### src/rtl/mig_defines.vh
// Register map, field positions, reset values and sizes for the interrupt gating block
`ifndef MIG_DEFINES_VH
`define MIG_DEFINES_VH

// Printed register indices, byte address is four times the index
`define MIG_IDX_ICTL 8'h0B
`define MIG_IDX_PFLAG 8'h0C
`define MIG_IDX_PEN 8'h8C
// Registers of our own, in index space
`define MIG_IDX_CFG 8'hC0
`define MIG_IDX_EVSTAT 8'hC1
`define MIG_IDX_EVCLR 8'hC2
`define MIG_IDX_EVEN 8'hC3
`define MIG_IDX_CORE 8'hC4

// interrupt_control fields
`define MIG_B_PCF 0
`define MIG_B_EXF 1
`define MIG_B_TOF 2
`define MIG_B_PCE 3
`define MIG_B_EXE 4
`define MIG_B_TOE 5
`define MIG_B_PIE 6
`define MIG_B_GIE 7
// peripheral_flags / peripheral_enables fields
`define MIG_B_RX 5
`define MIG_B_PSP 7
// config register fields
`define MIG_B_EDGE 0
// core status fields
`define MIG_B_SLEEP 0
`define MIG_B_INISR 1

`define MIG_ICTL_RST 8'h00
`define MIG_PFLAG_RST 8'h00
`define MIG_PEN_RST 8'h00
`define MIG_CFG_RST 8'h00

// Event status bits
`define MIG_EV_WAKE 0
`define MIG_EV_VECT 1
`define MIG_EV_W 2

`define MIG_PC_W 13
`define MIG_STACK_DEPTH 8

`endif

### src/rtl/mig_stack.v
// Return address stack, holds only the program counter
`timescale 1ns/1ps
`include "mig_defines.vh"
module mig_stack #(
  parameter DW = `MIG_PC_W,
  parameter DEPTH = `MIG_STACK_DEPTH,
  parameter AW = 3
) (
  input wire clk_sys_i, // System clock
  input wire rst_n_i, // Async reset, active low
  input wire push_i, // Push strobe
  input wire pop_i, // Pop strobe
  input wire [DW-1:0] din_i, // Value to push
  output reg [DW-1:0] dout_o // Top of stack, registered
);
  reg [DW-1:0] mem [0:DEPTH-1];
  reg [AW-1:0] ptr_q;
  reg [AW:0] fill_q;
  wire [AW-1:0] top_w;

  // Circular, like the core stack: overflow wraps silently
  assign top_w = ptr_q - {{(AW-1){1'b0}}, 1'b1};

  always @(posedge clk_sys_i) begin
    if (push_i) begin
      mem[ptr_q] <= din_i;
    end
  end

  always @(posedge clk_sys_i or negedge rst_n_i) begin
    if (!rst_n_i) begin
      ptr_q <= {AW{1'b0}};
      fill_q <= {(AW+1){1'b0}};
      dout_o <= {DW{1'b0}};
    end else if (push_i) begin
      ptr_q <= ptr_q + {{(AW-1){1'b0}}, 1'b1};
      dout_o <= din_i;
      if (fill_q < DEPTH) begin
        fill_q <= fill_q + {{AW{1'b0}}, 1'b1};
      end
    end else if (pop_i) begin
      ptr_q <= top_w;
      if (fill_q > {{AW{1'b0}}, 1'b1}) begin
        dout_o <= mem[top_w - {{(AW-1){1'b0}}, 1'b1}];
      end else begin
        // Empty after this pop: never show a slot nobody wrote
        dout_o <= {DW{1'b0}};
      end
      if (fill_q != {(AW+1){1'b0}}) begin
        fill_q <= fill_q - {{AW{1'b0}}, 1'b1};
      end
    end
  end
endmodule // mig_stack

### src/rtl/mig_top.v
// Interrupt flag, enable and gating logic with AHB-Lite register access
//
// The AHB-Lite register port was chosen for this implementation.
`timescale 1ns/1ps
`include "mig_defines.vh"
// What this block does
// - External pin edge triggered; polarity bit set rising, clear falling.
// - Qualifying external edge sets ext_edge_flag, control bit 1.
// - ext_edge_enable bit 4 clear suppresses the external request.
// - External edge wakes sleep only if its enable was set before sleep.
// - After wake, vector only when global enable set, else continue.
// - Timer rollover from FFh to zero sets timer_overflow_flag, bit 2.
// - Timer overflow request gated by timer_overflow_enable, bit 5.
// - Any change on upper four port pins sets port_change_flag, bit 0.
// - Port change request gated by port_change_enable, bit 3.
// - Interrupt entry pushes only return PC, nothing else saved.
// - Receive complete sets rx_complete_flag; requests when rx_irq_enable set.
// - Peripheral requests need both global and peripheral enables.
// - Peripheral flags bits 7..0; enable register uses same positions.
module mig_top #(
  parameter PC_W = `MIG_PC_W
) (
  input wire clk_sys_i, // System clock, 20 MHz
  input wire rst_n_i, // Async reset, active low
  input wire hsel_i, // AHB select
  input wire [31:0] haddr_i, // AHB address
  input wire [1:0] htrans_i, // AHB transfer type
  input wire hwrite_i, // AHB write
  input wire [2:0] hsize_i, // AHB size
  input wire [31:0] hwdata_i, // AHB write data
  input wire hready_i, // AHB bus ready
  output reg [31:0] hrdata_o, // AHB read data
  output wire hreadyout_o, // AHB slave ready
  output wire hresp_o, // AHB response, always OKAY
  input wire ext_irq_pin_i, // External interrupt pin
  input wire [3:0] port_hi_i, // Upper four port pins
  input wire timer_rollover_i, // Timer wrapped FFh to 00h, pulse
  input wire [7:0] periph_evt_i, // Peripheral flag set pulses
  input wire sleep_i, // Core enters sleep, pulse
  input wire irq_ack_i, // Core takes the interrupt, pulse
  input wire retfie_i, // Return-from-interrupt, pulse
  input wire [PC_W-1:0] ret_pc_i, // Return PC to save
  output wire core_irq_o, // Gated interrupt request to core
  output reg wake_o, // Wake pulse, registered
  output reg vector_o, // Branch to vector after wake, registered
  output wire [PC_W-1:0] ret_pc_o, // Saved return PC
  output wire irq_o // Block event interrupt
);
  reg [7:0] ictl_q;
  reg [7:0] pflag_q;
  reg [7:0] pen_q;
  reg [7:0] cfg_q;
  reg [`MIG_EV_W-1:0] evst_q;
  reg [`MIG_EV_W-1:0] even_q;
  reg ext_q;
  reg [3:0] port_q;
  reg sleep_q;
  reg insr_q;
  reg ext_en_sleep_q;
  reg dp_wr_q;
  reg dp_rd_q;
  reg [7:0] dp_idx_q;

  wire edge_pol_w;
  wire ext_edge_w;
  wire port_chg_w;
  wire core_req_w;
  wire periph_req_w;
  wire wake_w;
  wire wr_ictl_w;
  wire wr_pflag_w;
  wire [7:0] wdat_w;
  wire [`MIG_EV_W-1:0] ev_set_w;
  wire [`MIG_EV_W-1:0] ev_clr_w;
  wire addr_ph_w;

  ////////////////////////////////////////////////////////////////////
  // AHB-Lite slave: zero wait states, OKAY always

  assign hreadyout_o = 1'b1;
  assign hresp_o = 1'b0;
  assign addr_ph_w = hsel_i & htrans_i[1] & hready_i;
  assign wdat_w = hwdata_i[7:0];

  always @(posedge clk_sys_i or negedge rst_n_i) begin
    if (!rst_n_i) begin
      dp_wr_q <= 1'b0;
      dp_rd_q <= 1'b0;
      dp_idx_q <= 8'h00;
    end else begin
      dp_wr_q <= addr_ph_w & hwrite_i;
      dp_rd_q <= addr_ph_w & ~hwrite_i;
      if (addr_ph_w) begin
        dp_idx_q <= haddr_i[9:2];
      end
    end
  end

  assign wr_ictl_w = dp_wr_q & (dp_idx_q == `MIG_IDX_ICTL);
  assign wr_pflag_w = dp_wr_q & (dp_idx_q == `MIG_IDX_PFLAG);

  // Read data registered at the address phase so it stands in the data phase
  always @(posedge clk_sys_i or negedge rst_n_i) begin
    if (!rst_n_i) begin
      hrdata_o <= 32'h0000_0000;
    end else if (addr_ph_w & ~hwrite_i) begin
      case (haddr_i[9:2])
        `MIG_IDX_ICTL: hrdata_o <= {24'h00_0000, ictl_q};
        `MIG_IDX_PFLAG: hrdata_o <= {24'h00_0000, pflag_q};
        `MIG_IDX_PEN: hrdata_o <= {24'h00_0000, pen_q};
        `MIG_IDX_CFG: hrdata_o <= {24'h00_0000, cfg_q};
        `MIG_IDX_EVSTAT: hrdata_o <= {30'h0000_0000, evst_q};
        `MIG_IDX_EVEN: hrdata_o <= {30'h0000_0000, even_q};
        `MIG_IDX_CORE: hrdata_o <= {30'h0000_0000, insr_q, sleep_q};
        default: hrdata_o <= 32'h0000_0000;
      endcase
    end
  end

  ////////////////////////////////////////////////////////////////////
  // Source edge detection; pins taken as synchronous

  assign edge_pol_w = cfg_q[`MIG_B_EDGE];
  assign ext_edge_w = edge_pol_w ? (ext_irq_pin_i & ~ext_q)
                                 : (~ext_irq_pin_i & ext_q);
  assign port_chg_w = |(port_hi_i ^ port_q);

  always @(posedge clk_sys_i or negedge rst_n_i) begin
    if (!rst_n_i) begin
      ext_q <= 1'b0;
      port_q <= 4'h0;
    end else begin
      ext_q <= ext_irq_pin_i;
      port_q <= port_hi_i;
    end
  end

  ////////////////////////////////////////////////////////////////////
  // Control register and flags; hardware set wins over software clear

  always @(posedge clk_sys_i or negedge rst_n_i) begin
    if (!rst_n_i) begin
      ictl_q <= `MIG_ICTL_RST;
    end else begin
      if (wr_ictl_w) begin
        ictl_q[7:3] <= wdat_w[7:3];
        ictl_q[2:0] <= wdat_w[2:0];
      end
      // Flag stays until software writes zero
      if (ext_edge_w) begin
        ictl_q[`MIG_B_EXF] <= 1'b1;
      end
      if (timer_rollover_i) begin
        ictl_q[`MIG_B_TOF] <= 1'b1;
      end
      if (port_chg_w) begin
        ictl_q[`MIG_B_PCF] <= 1'b1;
      end
      if (irq_ack_i) begin
        ictl_q[`MIG_B_GIE] <= 1'b0;
      end else if (retfie_i) begin
        ictl_q[`MIG_B_GIE] <= 1'b1;
      end
    end
  end

  always @(posedge clk_sys_i or negedge rst_n_i) begin
    if (!rst_n_i) begin
      pflag_q <= `MIG_PFLAG_RST;
      pen_q <= `MIG_PEN_RST;
      cfg_q <= `MIG_CFG_RST;
      even_q <= {`MIG_EV_W{1'b0}};
    end else begin
      // All eight positions are kept; small variants leave bit 7 clear by software
      pflag_q <= (wr_pflag_w ? wdat_w : pflag_q) | periph_evt_i;
      if (dp_wr_q & (dp_idx_q == `MIG_IDX_PEN)) begin
        pen_q <= wdat_w;
      end
      if (dp_wr_q & (dp_idx_q == `MIG_IDX_CFG)) begin
        cfg_q <= {7'h00, wdat_w[`MIG_B_EDGE]};
      end
      if (dp_wr_q & (dp_idx_q == `MIG_IDX_EVEN)) begin
        even_q <= wdat_w[`MIG_EV_W-1:0];
      end
    end
  end

  ////////////////////////////////////////////////////////////////////
  // Request gating

  assign periph_req_w = ictl_q[`MIG_B_PIE] & (|(pflag_q & pen_q));
  assign core_req_w = (ictl_q[`MIG_B_EXF] & ictl_q[`MIG_B_EXE])
                    | (ictl_q[`MIG_B_TOF] & ictl_q[`MIG_B_TOE])
                    | (ictl_q[`MIG_B_PCF] & ictl_q[`MIG_B_PCE])
                    | periph_req_w;
  assign core_irq_o = ictl_q[`MIG_B_GIE] & core_req_w & ~sleep_q;

  ////////////////////////////////////////////////////////////////////
  // Sleep and wake

  // Enable is captured at sleep entry, so a late enable cannot wake
  assign wake_w = sleep_q & ext_en_sleep_q & ictl_q[`MIG_B_EXF];

  always @(posedge clk_sys_i or negedge rst_n_i) begin
    if (!rst_n_i) begin
      sleep_q <= 1'b0;
      ext_en_sleep_q <= 1'b0;
      wake_o <= 1'b0;
      vector_o <= 1'b0;
      insr_q <= 1'b0;
    end else begin
      wake_o <= wake_w;
      vector_o <= wake_w & ictl_q[`MIG_B_GIE];
      if (sleep_i & ~sleep_q) begin
        sleep_q <= 1'b1;
        ext_en_sleep_q <= ictl_q[`MIG_B_EXE];
      end else if (wake_w) begin
        sleep_q <= 1'b0;
      end
      if (irq_ack_i) begin
        insr_q <= 1'b1;
      end else if (retfie_i) begin
        insr_q <= 1'b0;
      end
    end
  end

  ////////////////////////////////////////////////////////////////////
  // Return address save: only the PC goes on the stack

  mig_stack #(
    .DW(PC_W),
    .DEPTH(`MIG_STACK_DEPTH),
    .AW(3)
  ) u_stack (
    .clk_sys_i(clk_sys_i),
    .rst_n_i(rst_n_i),
    .push_i(irq_ack_i),
    .pop_i(retfie_i),
    .din_i(ret_pc_i),
    .dout_o(ret_pc_o)
  );

  ////////////////////////////////////////////////////////////////////
  // Block event interrupt: sticky, write-one-to-clear, set wins

  assign ev_set_w = {wake_w & ictl_q[`MIG_B_GIE], wake_w};
  assign ev_clr_w = (dp_wr_q & (dp_idx_q == `MIG_IDX_EVCLR)) ?
                    wdat_w[`MIG_EV_W-1:0] : {`MIG_EV_W{1'b0}};

  always @(posedge clk_sys_i or negedge rst_n_i) begin
    if (!rst_n_i) begin
      evst_q <= {`MIG_EV_W{1'b0}};
    end else begin
      evst_q <= (evst_q & ~ev_clr_w) | ev_set_w;
    end
  end

  assign irq_o = |(evst_q & even_q);
endmodule // mig_top
### config.mk
export PLATFORM = sky130hd
export DESIGN_NAME = mig_top
export DESIGN_NICKNAME = d
export VERILOG_FILES = /design/src/rtl/mig_stack.v /design/src/rtl/mig_top.v
export VERILOG_INCLUDE_DIRS = /design/src /design/src/rtl
export SDC_FILE = /design/constraint.sdc
export NUM_CORES = 1
export LEC_CHECK = 0
export ABC_AREA = 1
export BUFFER_PORTS_ARGS = -buffer_cell sky130_fd_sc_hd__buf_2
export CAP_MARGIN = 0
export CORE_MARGIN = 5
export CORE_UTILIZATION = 50
export DETAILED_ROUTE_END_ITERATION = 10
export MAX_ROUTING_LAYER = met4
export PLACE_DENSITY_LB_ADDON = 0.15
export SLEW_MARGIN = 20
export SYNTH_ARGS = -nofsm -noshare
export SYNTH_HDL_FRONTEND = slang
export SYNTH_SLANG_ARGS = --single-unit
### constraint.sdc
create_clock -name clk_sys_i -period 1.9 [get_ports clk_sys_i]
set_input_delay 0.475 -clock clk_sys_i [delete_from_list [all_inputs] [get_ports clk_sys_i]]
set_output_delay 0.475 -clock clk_sys_i [all_outputs]
set_load 0.03 [all_outputs]
==> results of run 1 <==
==> registers in the layout, indices dropped and copies added, names as in the netlist, 2 cells and up <==
name / flops
u_stack.mem: 104
pflag_q: 8
u_stack.ptr_q: 3
u_stack.dout_o: 13
port_q: 4
evst_q: 2
pen_q: 8
ictl_q: 8
u_stack.fill_q: 4
hrdata_o: 8
dp_idx_q: 8
even_q: 2
==> worst register-to-register path, stage by stage (launching register included) <==
cell	delay, ps
dfrtp_1	400
inv_1	100
ha_4	320
buf_6	210
nor2_1	70
o21a_1	180
o21ai_0	230
nand3_1	110
nand2_1	70
==> cells by family (layout without fill, tap and decap cells) <==
logic type | Yosys count | in the layout
buffers and inverters | 100 | 199
AO/OA/AOI/OAI | 105 | 105
XOR/XNOR | 12 | 12
flip-flops | 180 | 180
adder cells (fa/ha/maj) | 7 | 7
AND/OR/NAND/NOR | 388 | 388
multiplexers | 1 | 1
other | 2 | 26
==> per-layer routing <==
metal | global-route usage | routed length (um) | part of all wire
met5 | - | 0 | 0
met4 | 0.0756 | 334 | 0.018
met3 | 0.0335 | 866 | 0.048
met2 | 0.346 | 9090 | 0.50
met1 | 0.269 | 7860 | 0.43
==> stage by stage <==
| stage | power, mW | worst slack, ps | utilization |
|---|---|---|---|
| after floorplan | 8.56 | -9.22 | - |
| after global placement | 9.74 | 115 | 0.552 |
| after detailed placement | 9.87 | 74.6 | 0.552 |
| after CTS | 13.3 | 1.81 | 0.591 |
| after global routing | 14.1 | -39.2 | 0.595 |
| final | 13.2 | 20.9 | 0.595 |
==> Yosys cell counts, drive strengths merged <==
library cell    n
a211o           8
a21oi           9
a221oi          1
a22o            1
a22oi          13
a31oi           1
buf            49
clkbuf          3
conb            2
dfrtp          76
edfxtp        104
ha              7
inv            48
mux2            1
nand2         218
nand3          47
nand4           5
nor2          112
nor3            2
nor3b           1
nor4            1
o211ai          2
o21a            1
o21ai          46
o22ai          23
or2             2
xnor2           7
xor2            5
==> path summary, 6_finish.rpt <==
path,startpoint,end,slack [ps],depth (start not counted)
worst max-delay path,ictl_q[1],core_irq_o,20,5
worst min-delay path,port_hi_i[0],port_q[0],180,1
worst max register to register,u_stack.ptr_q[1],u_stack.dout_o[11],160,8
worst min register to register,hrdata_o[4],hrdata_o[4],480,2
max in group asynchronous,rst_n_i,port_q[1],1010,3
min in group asynchronous,rst_n_i,pflag_q[4],390,2
==> layout make-up <==
class                      instances  share of cell area
clock inverter                    10              0.0117
tap                              216              0.0288
inverter                          48              0.0197
timing repair buffer             119              0.0836
multi-input combinational        539               0.272
clock buffer                      22              0.0484
sequential                       180               0.535
==> timing repair <==
item,CTS,global route
hold buffers,1,0
resized for setup,3,6
setup buffers,4,6
setup endpoints to repair,1,6
pin swaps,1,4
endpoints found under the hold margin,4,0
==> power breakdown <==
group	switching, mW	internal, mW	total, mW
Sequential	0.302	4.75	5.05
Combinational	3.17	1.64	4.81
Clock	1.42	1.96	3.38
==> run summary, run 1 <==
per-cell routed wire length: 16.0 um
drt total wl: 18,200 um
GRT Overall Usage: 0.211
max_cap viols: 0
syn_area_per_cell: 10.1 um2
pin count of the biggest net entering global routing: 50
vias in the first global route: 5,908
startpoint type of the worst setup path: flop
post-synthesis compound-gate area fraction: 0.0791
core area: 15,800 um2
RSZ-0062 raised after global routing: yes
setup TNS: 0 ps
Die W: 137 um
Post-Syn Instances: 795
flops & latches, synth: 180
Die Y: 137 um
Fmax: 532 MHz
Yosys cell types: 38
clock transition at the registers of the reported paths: 60 ps
drt first pass iters: 5
Final Hold Violating Endpoints: 0
CTS tree: built
Synth Area in Adders: 0.0109
die area: 18,600 um2
leading cell types in the layout, fill and taps excluded: 213 x nand2_1, 105 x nor2_1, 104 x edfxtp_1
WP buf/inv: 2
GPL Wtd Cong: 0.878
Root Buffer: clkbuf_16
DR iter-0 viols: 539
status: finished clean
Buffers on Ports: 76
Placed Instances: 1,091
xor/xnor share of the synthesized area: 0.0131
TritonCTS buffer count: 17
Skew-Pair Late Insertion Delay: 430 ps
largest family of logic cells by synthesized area: simple AND/OR/NAND/NOR gates
Yosys warnings: 0
Crit-path slowest cell: dfrtp_1
proportion of layout cells with a drive suffix above 1: 0.183
P&R area growth vs syn: 17.2%
Filler Cell Count: 1,408
clk sink count: 180
initial antenna violation count: 0
WHS: 176 ps
CTS H-tree depth: 4
Routed Antenna Nets: 0
max-slew violations: 0
Via-to-Cell Ratio: 5.09
crit path kind: flop to primary output
Worst setup EP type: primary output
largest area contributor in the netlist: edfxtp_1
largest cells by area after synthesis: edfxtp_1 39%, dfrtp_1 24%, nand2_1 10%, nor2_1 4.9%, buf_4 3.0%
Post-DP HPWL: 12,900 um
crit-path cells: inv_2 -> o21ai_1 -> a21oi_1 -> a21oi_1 -> buf_4
fin crit share: 0.989
I/O Pins: 155
Initial Util: 0.508
Largest delay share family, worst path: flip-flops
worst endpoint required time: 1420 ps
share of the synthesized area in the top cell type: 0.390
nets: 1,016
synthesized area: 8010 um2
vias after detailed routing: 5,773
Non-Filler Instances: 1,134
CTS Buffer Depth: 2
ant diodes: 0
first-pass GRT wire length: 29,600 um
placed instance area: 8710 um2
most common cell after layout, fill and taps aside: nand2_1
Row Count: 46
worst hold path class: primary input to flop
Lkg Pwr: 4.21 nW
Fin Clk Skew: 11.9 ps
CP Max Fanout: 3
critical path's largest stage delay: 390 ps
post-layout min period: 1880 ps
fin area: 9390 um2
fraction of synthesized area in multiplexers: 0.00141
drc violations: 0
Critical Path AT: 1400 ps
PwrDens: 1410 nW/um2
VDD IR-drop max: 0.677 mV
grt total ovfl: 0
Multi-input gate area: 2560 um2
Setup Viol. Count Final: 0
simple-gate share of the synthesized area: 0.199
sequential share of the synthesized area: 0.628
Most common cell on crit path: a21oi_1
Storage cell area: 5020 um2
Power figures use the tool's default switching activity.
==> run 2, diff against run 1 <==
--- a/config.mk
+++ b/config.mk
@@ -13,7 +13,7 @@
 export CORE_UTILIZATION = 50
 export DETAILED_ROUTE_END_ITERATION = 10
 export MAX_ROUTING_LAYER = met4
-export PLACE_DENSITY_LB_ADDON = 0.15
+export PLACE_DENSITY_LB_ADDON = 0.08
 export SLEW_MARGIN = 20
 export SYNTH_ARGS = -nofsm -noshare
 export SYNTH_HDL_FRONTEND = slang
==> run 2 against run 1 <==
Net effect:
- design area increased by 0.19%
- combinational power up 4%
- critical path type unchanged
- count of clock-buffer cells in the layout unchanged
==> run summary, run 2 (synthesized netlist as in run 1, its figures left out) <==
Switching Share: 0.375
worst hold path class: primary input to flop
crit path kind: flop to primary output
VDD IR-drop max: 0.748 mV
WHS: 186 ps
Fmax: 535 MHz
RSZ-0062 raised after global routing: yes
Worst setup EP type: primary output
Die Y: 137 um
drt first pass iters: 5
CTS H-tree depth: 4
initial antenna violation count: 0
Skew-Pair Late Insertion Delay: 420 ps
total power: 13.3 mW
Non-Filler Instances: 1,136
CTS Buffer Depth: 2
startpoint type of the worst setup path: flop
Storage cell area: 5020 um2
CTS tree: built
worst reg2reg path depth: 11
pin count of the biggest net entering global routing: 38
nets: 1,018
Comb power frac: 0.376
die area: 18,600 um2
Filler Cell Count: 1,365
clock transition at the registers of the reported paths: 70 ps
first-pass GRT wire length: 29,600 um
crit-path cells: nand2_1 -> nand4_1 -> o21ai_1 -> a21oi_1 -> buf_4
Placed Instances: 1,090
WP buf/inv: 1
hold-critical path depth: 1
Top reg by flops: u_stack.mem
CP Max Fanout: 3
GPL Wtd Cong: 0.887
vias in the first global route: 5,913
Row Count: 46
per-cell routed wire length: 16.3 um
Final Hold Violating Endpoints: 0
Root Buffer: clkbuf_16
Via-to-Cell Ratio: 5.06
leading cell types in the layout, fill and taps excluded: 212 x nand2_1, 105 x nor2_1, 104 x edfxtp_1
drc violations: 0
post-layout min period: 1870 ps
critical path's largest stage delay: 400 ps
clk sink count: 180
flop-to-flop setup slack: 110 ps
Initial Util: 0.508
GRT Overall Usage: 0.214
Largest delay share family, worst path: flip-flops
Crit-path slowest cell: dfrtp_1
Buffers on Ports: 76
Setup Viol. Count Final: 0
Fin Clk Skew: 9.95 ps
Lkg Pwr: 4.23 nW
Multi-input gate area: 2560 um2
drt total wl: 18,500 um
DR iter-0 viols: 353
Routed Antenna Nets: 0
Critical Path AT: 1390 ps
clock power share: 0.245
internal power: 8.31 mW
status: finished clean
max_cap viols: 0
max FFs per register: 104
Die W: 137 um
critical path depth: 5
proportion of layout cells with a drive suffix above 1: 0.190
sequential power share: 0.379
Post-DP HPWL: 12,800 um
vias after detailed routing: 5,746
core area: 15,800 um2
Sw Pwr: 4.99 mW
P&R area growth vs syn: 17.5%
max-slew violations: 0
worst endpoint required time: 1420 ps
fin crit share: 0.984
largest registers: u_stack.mem (104), u_stack.dout_o (13)
ant diodes: 0
grt total ovfl: 0
TritonCTS buffer count: 17
I/O Pins: 155
PwrDens: 1410 nW/um2
most common cell after layout, fill and taps aside: nand2_1
## run 2: timing repair
action,CTS,global route
hold buffers,1,0
setup buffers,5,7
setup endpoints to repair,1,7
hold endpoints to repair,16,0
gates cloned,0,1
resized for setup,3,8
pin swaps,1,6
## run 2: area by class of cell
class | instances | area share
inverter | 48 | 0.0197
sequential | 180 | 0.534
tap | 216 | 0.0287
clock buffer | 22 | 0.0516
multi-input combinational | 539 | 0.273
timing repair buffer | 121 | 0.0852
clock inverter | 10 | 0.00785
## run 2: worst paths after layout
check,endpoint,startpoint
max,core_irq_o,pflag_q[3]
min,port_q[3],port_hi_i[3]
max reg2reg,u_stack.dout_o[5],u_stack.ptr_q[1]
min reg2reg,hrdata_o[6],hrdata_o[6]
max in group asynchronous,u_stack.dout_o[4],rst_n_i
min in group asynchronous,u_stack.dout_o[5],rst_n_i
## run 2: metal layers
metal,part of all wire,track usage,up-vias
li1,-,-,2842
met3,0.040,0.0478,16
met5,0,-,-
met1,0.43,0.259,2747
met4,0.013,0.0633,0
met2,0.52,0.363,141
## run 2: through the flow
step | worst slack, ps | setup TNS [ps] | util | area (um2)
final | 31.0 | 0 | 0.596 | 9400
after global routing | -70.4 | -70.4 | 0.596 | 9400
after CTS | 0.237 | 0 | 0.590 | 9300
after detailed placement | 124 | 0 | 0.551 | 8690
after global placement | 114 | 0 | 0.551 | 8690
after floorplan | -9.22 | -244 | - | 8140
## run 2: worst register-to-register path, cell delays in order (launching register included)
cell and delay, ps:
dfrtp_1 410, inv_1 130, ha_4 250, nand2_2 100, buf_4 220, inv_1 90
nand2_1 70, nand2_1 60, nor2_1 100, nand2_1 70, nand3_1 120, nand2_1 60
## run 2: power groups by stage
stage / logic (mW) / registers, mW / clock network [mW]
floorplan: 3.25 / 5.32 / 0
global placement: 4.68 / 5.09 / 0
detailed placement: 4.77 / 5.11 / 0
CTS: 4.83 / 5.04 / 3.32
global route: 5.60 / 5.10 / 3.52
finish: 5.00 / 5.04 / 3.26
==> run 3, diff against run 2 <==
--- a/config.mk
+++ b/config.mk
@@ -12,6 +12,7 @@
 export CORE_MARGIN = 5
 export CORE_UTILIZATION = 50
 export DETAILED_ROUTE_END_ITERATION = 10
+export GPL_TIMING_DRIVEN = 0
 export MAX_ROUTING_LAYER = met4
 export PLACE_DENSITY_LB_ADDON = 0.08
 export SLEW_MARGIN = 20
==> run 3 against run 2 <==
Net effect:
- the flow now finishes with violations (negative setup slack)
- sequential share of layout area fell by 2.4 points
- register-to-register slack got worse by 130 ps
- die area stayed put
- utilization up 2.8 points
- largest power group is now combinational cells
==> run summary, run 3 (synthesized netlist as in run 1, its figures left out) <==
status: finished, violations left
violated checks: negative setup slack
WHS: 174 ps
GRT Overall Usage: 0.225
Fin Clk Skew: 5.63 ps
drt total wl: 19,800 um
vias in the first global route: 5,995
setup ws final: -24.7 ps
Final Hold Violating Endpoints: 0
initial antenna violation count: 0
Buffers on Ports: 76
max_cap viols: 0
startpoint type of the worst setup path: flop
Root Buffer: clkbuf_16
ant diodes: 0
Worst setup EP type: flop
GPL Wtd Cong: 0.867
core area: 15,800 um2
worst hold path class: primary input to flop
Lkg Pwr: 4.45 nW
grt total ovfl: 0
Critical Path AT: 2230 ps
I/O Pins: 155
reg2reg start: u_stack.ptr_q[0]
hold wc startpoint: port_hi_i[3]
CTS tree: built
worst endpoint required time: 2210 ps
clock transition at the registers of the reported paths: 60 ps
clk sink count: 180
VDD IR-drop max: 0.785 mV
Via-to-Cell Ratio: 5.13
post-layout min period: 1920 ps
CP Max Fanout: 10
P&R area growth vs syn: 23.0%
worst-margin pin slew: 665 ps
first-pass GRT wire length: 31,100 um
Initial Util: 0.508
Filler Cell Count: 1,357
per-cell routed wire length: 17.0 um
CTS Buffer Depth: 2
nets: 1,049
Die Y: 137 um
PwrDens: 1470 nW/um2
drt first pass iters: 5
Row Count: 46
Non-Filler Instances: 1,167
Setup Viol. Count Final: 7
die area: 18,600 um2
pin count of the biggest net entering global routing: 56
Placed Instances: 1,112
TritonCTS buffer count: 17
CP Launch Point: u_stack.ptr_q[0]
Post-DP HPWL: 13,600 um
drc violations: 0
CTS H-tree depth: 4
max FFs per register: 104
leading cell types in the layout, fill and taps excluded: 212 x nand2_1, 104 x edfxtp_1, 96 x nor2_1
crit path kind: flop to flop
fin crit share: 1.01
proportion of layout cells with a drive suffix above 1: 0.232
largest registers: u_stack.mem (104), u_stack.dout_o (13)
Skew-Pair Late Insertion Delay: 430 ps
RSZ-0062 raised after global routing: yes
DR iter-0 viols: 440
Die W: 137 um
Top reg by flops: u_stack.mem
vias after detailed routing: 5,987
Rel. slew slack: 0.555
max-slew violations: 0
Routed Antenna Nets: 0
most common cell after layout, fill and taps aside: nand2_1
Fmax: 520 MHz
fin area: 9850 um2
placed instance area: 8840 um2
## run 3: through the flow
stage,total power [mW],setup TNS [ps],setup WS (ps),utilization
floorplan,8.56,-244,-9.22,-
global placement,9.90,-78460,-654,0.558
detailed placement,10.1,-35140,-469,0.561
CTS,14.0,-4000,-164,0.610
global route,15.3,-1000,-95.1,0.625
finish,14.4,-72.1,-24.7,0.625
## run 3: path summary, 6_finish.rpt
kind	to	slack (ps)	cells after the start
max	u_stack.dout_o[3]	-20	13
max in group asynchronous	u_stack.dout_o[9]	840	3
min in group asynchronous	u_stack.fill_q[1]	490	2
min reg2reg	hrdata_o[6]	480	2
min	port_q[3]	170	1
max reg2reg	u_stack.dout_o[3]	-20	13
## run 3: critical path: stages (launching register included)
cell and delay, ps:
dfrtp_1 370, buf_6 140, inv_6 50, buf_12 120, ha_4 350, inv_4 70
nand2_8 100, buf_6 140, buf_8 140, nand2_1 60, nand2_1 70, nand2_1 60
nand3_1 70, nand2_1 50
## run 3: area by class of cell
type | count | area [um2] | share of cell area
tap | 216 | 270 | 0.0274
inverter | 48 | 188 | 0.0191
sequential | 180 | 5020 | 0.510
multi-input combinational | 539 | 2700 | 0.274
clock buffer | 28 | 579 | 0.0588
buffer | 50 | 394 | 0.0400
clock inverter | 4 | 52.6 | 0.00534
timing repair buffer | 102 | 642 | 0.0652
## run 3: routing by layer
metal / global-route usage / share of wire / vias to the layer above
met3: 0.0327 / 0.056 / 19
met2: 0.383 / 0.52 / 198
li1: - / - / 2901
met4: 0.0644 / 0.013 / 0
met5: - / 0 / -
met1: 0.281 / 0.41 / 2869
## run 3: report_power, final
part	switching, mW	internal [mW]	total, mW	leakage, nW
combinational	3.71	2.06	5.77	2.35
sequential	0.273	4.75	5.03	1.79
clock	1.42	2.23	3.65	0.313
## run 3: what timing repair did
| action | CTS | global route |
|---|---|---|
| endpoints found under the hold margin | 21 | 0 |
| resized for setup | 19 | 26 |
| pin swaps | 7 | 14 |
| endpoints found under the setup margin | 119 | 66 |
| gates cloned | 1 | 1 |
| setup buffers | 12 | 11 |
| hold buffers | 1 | 0 |
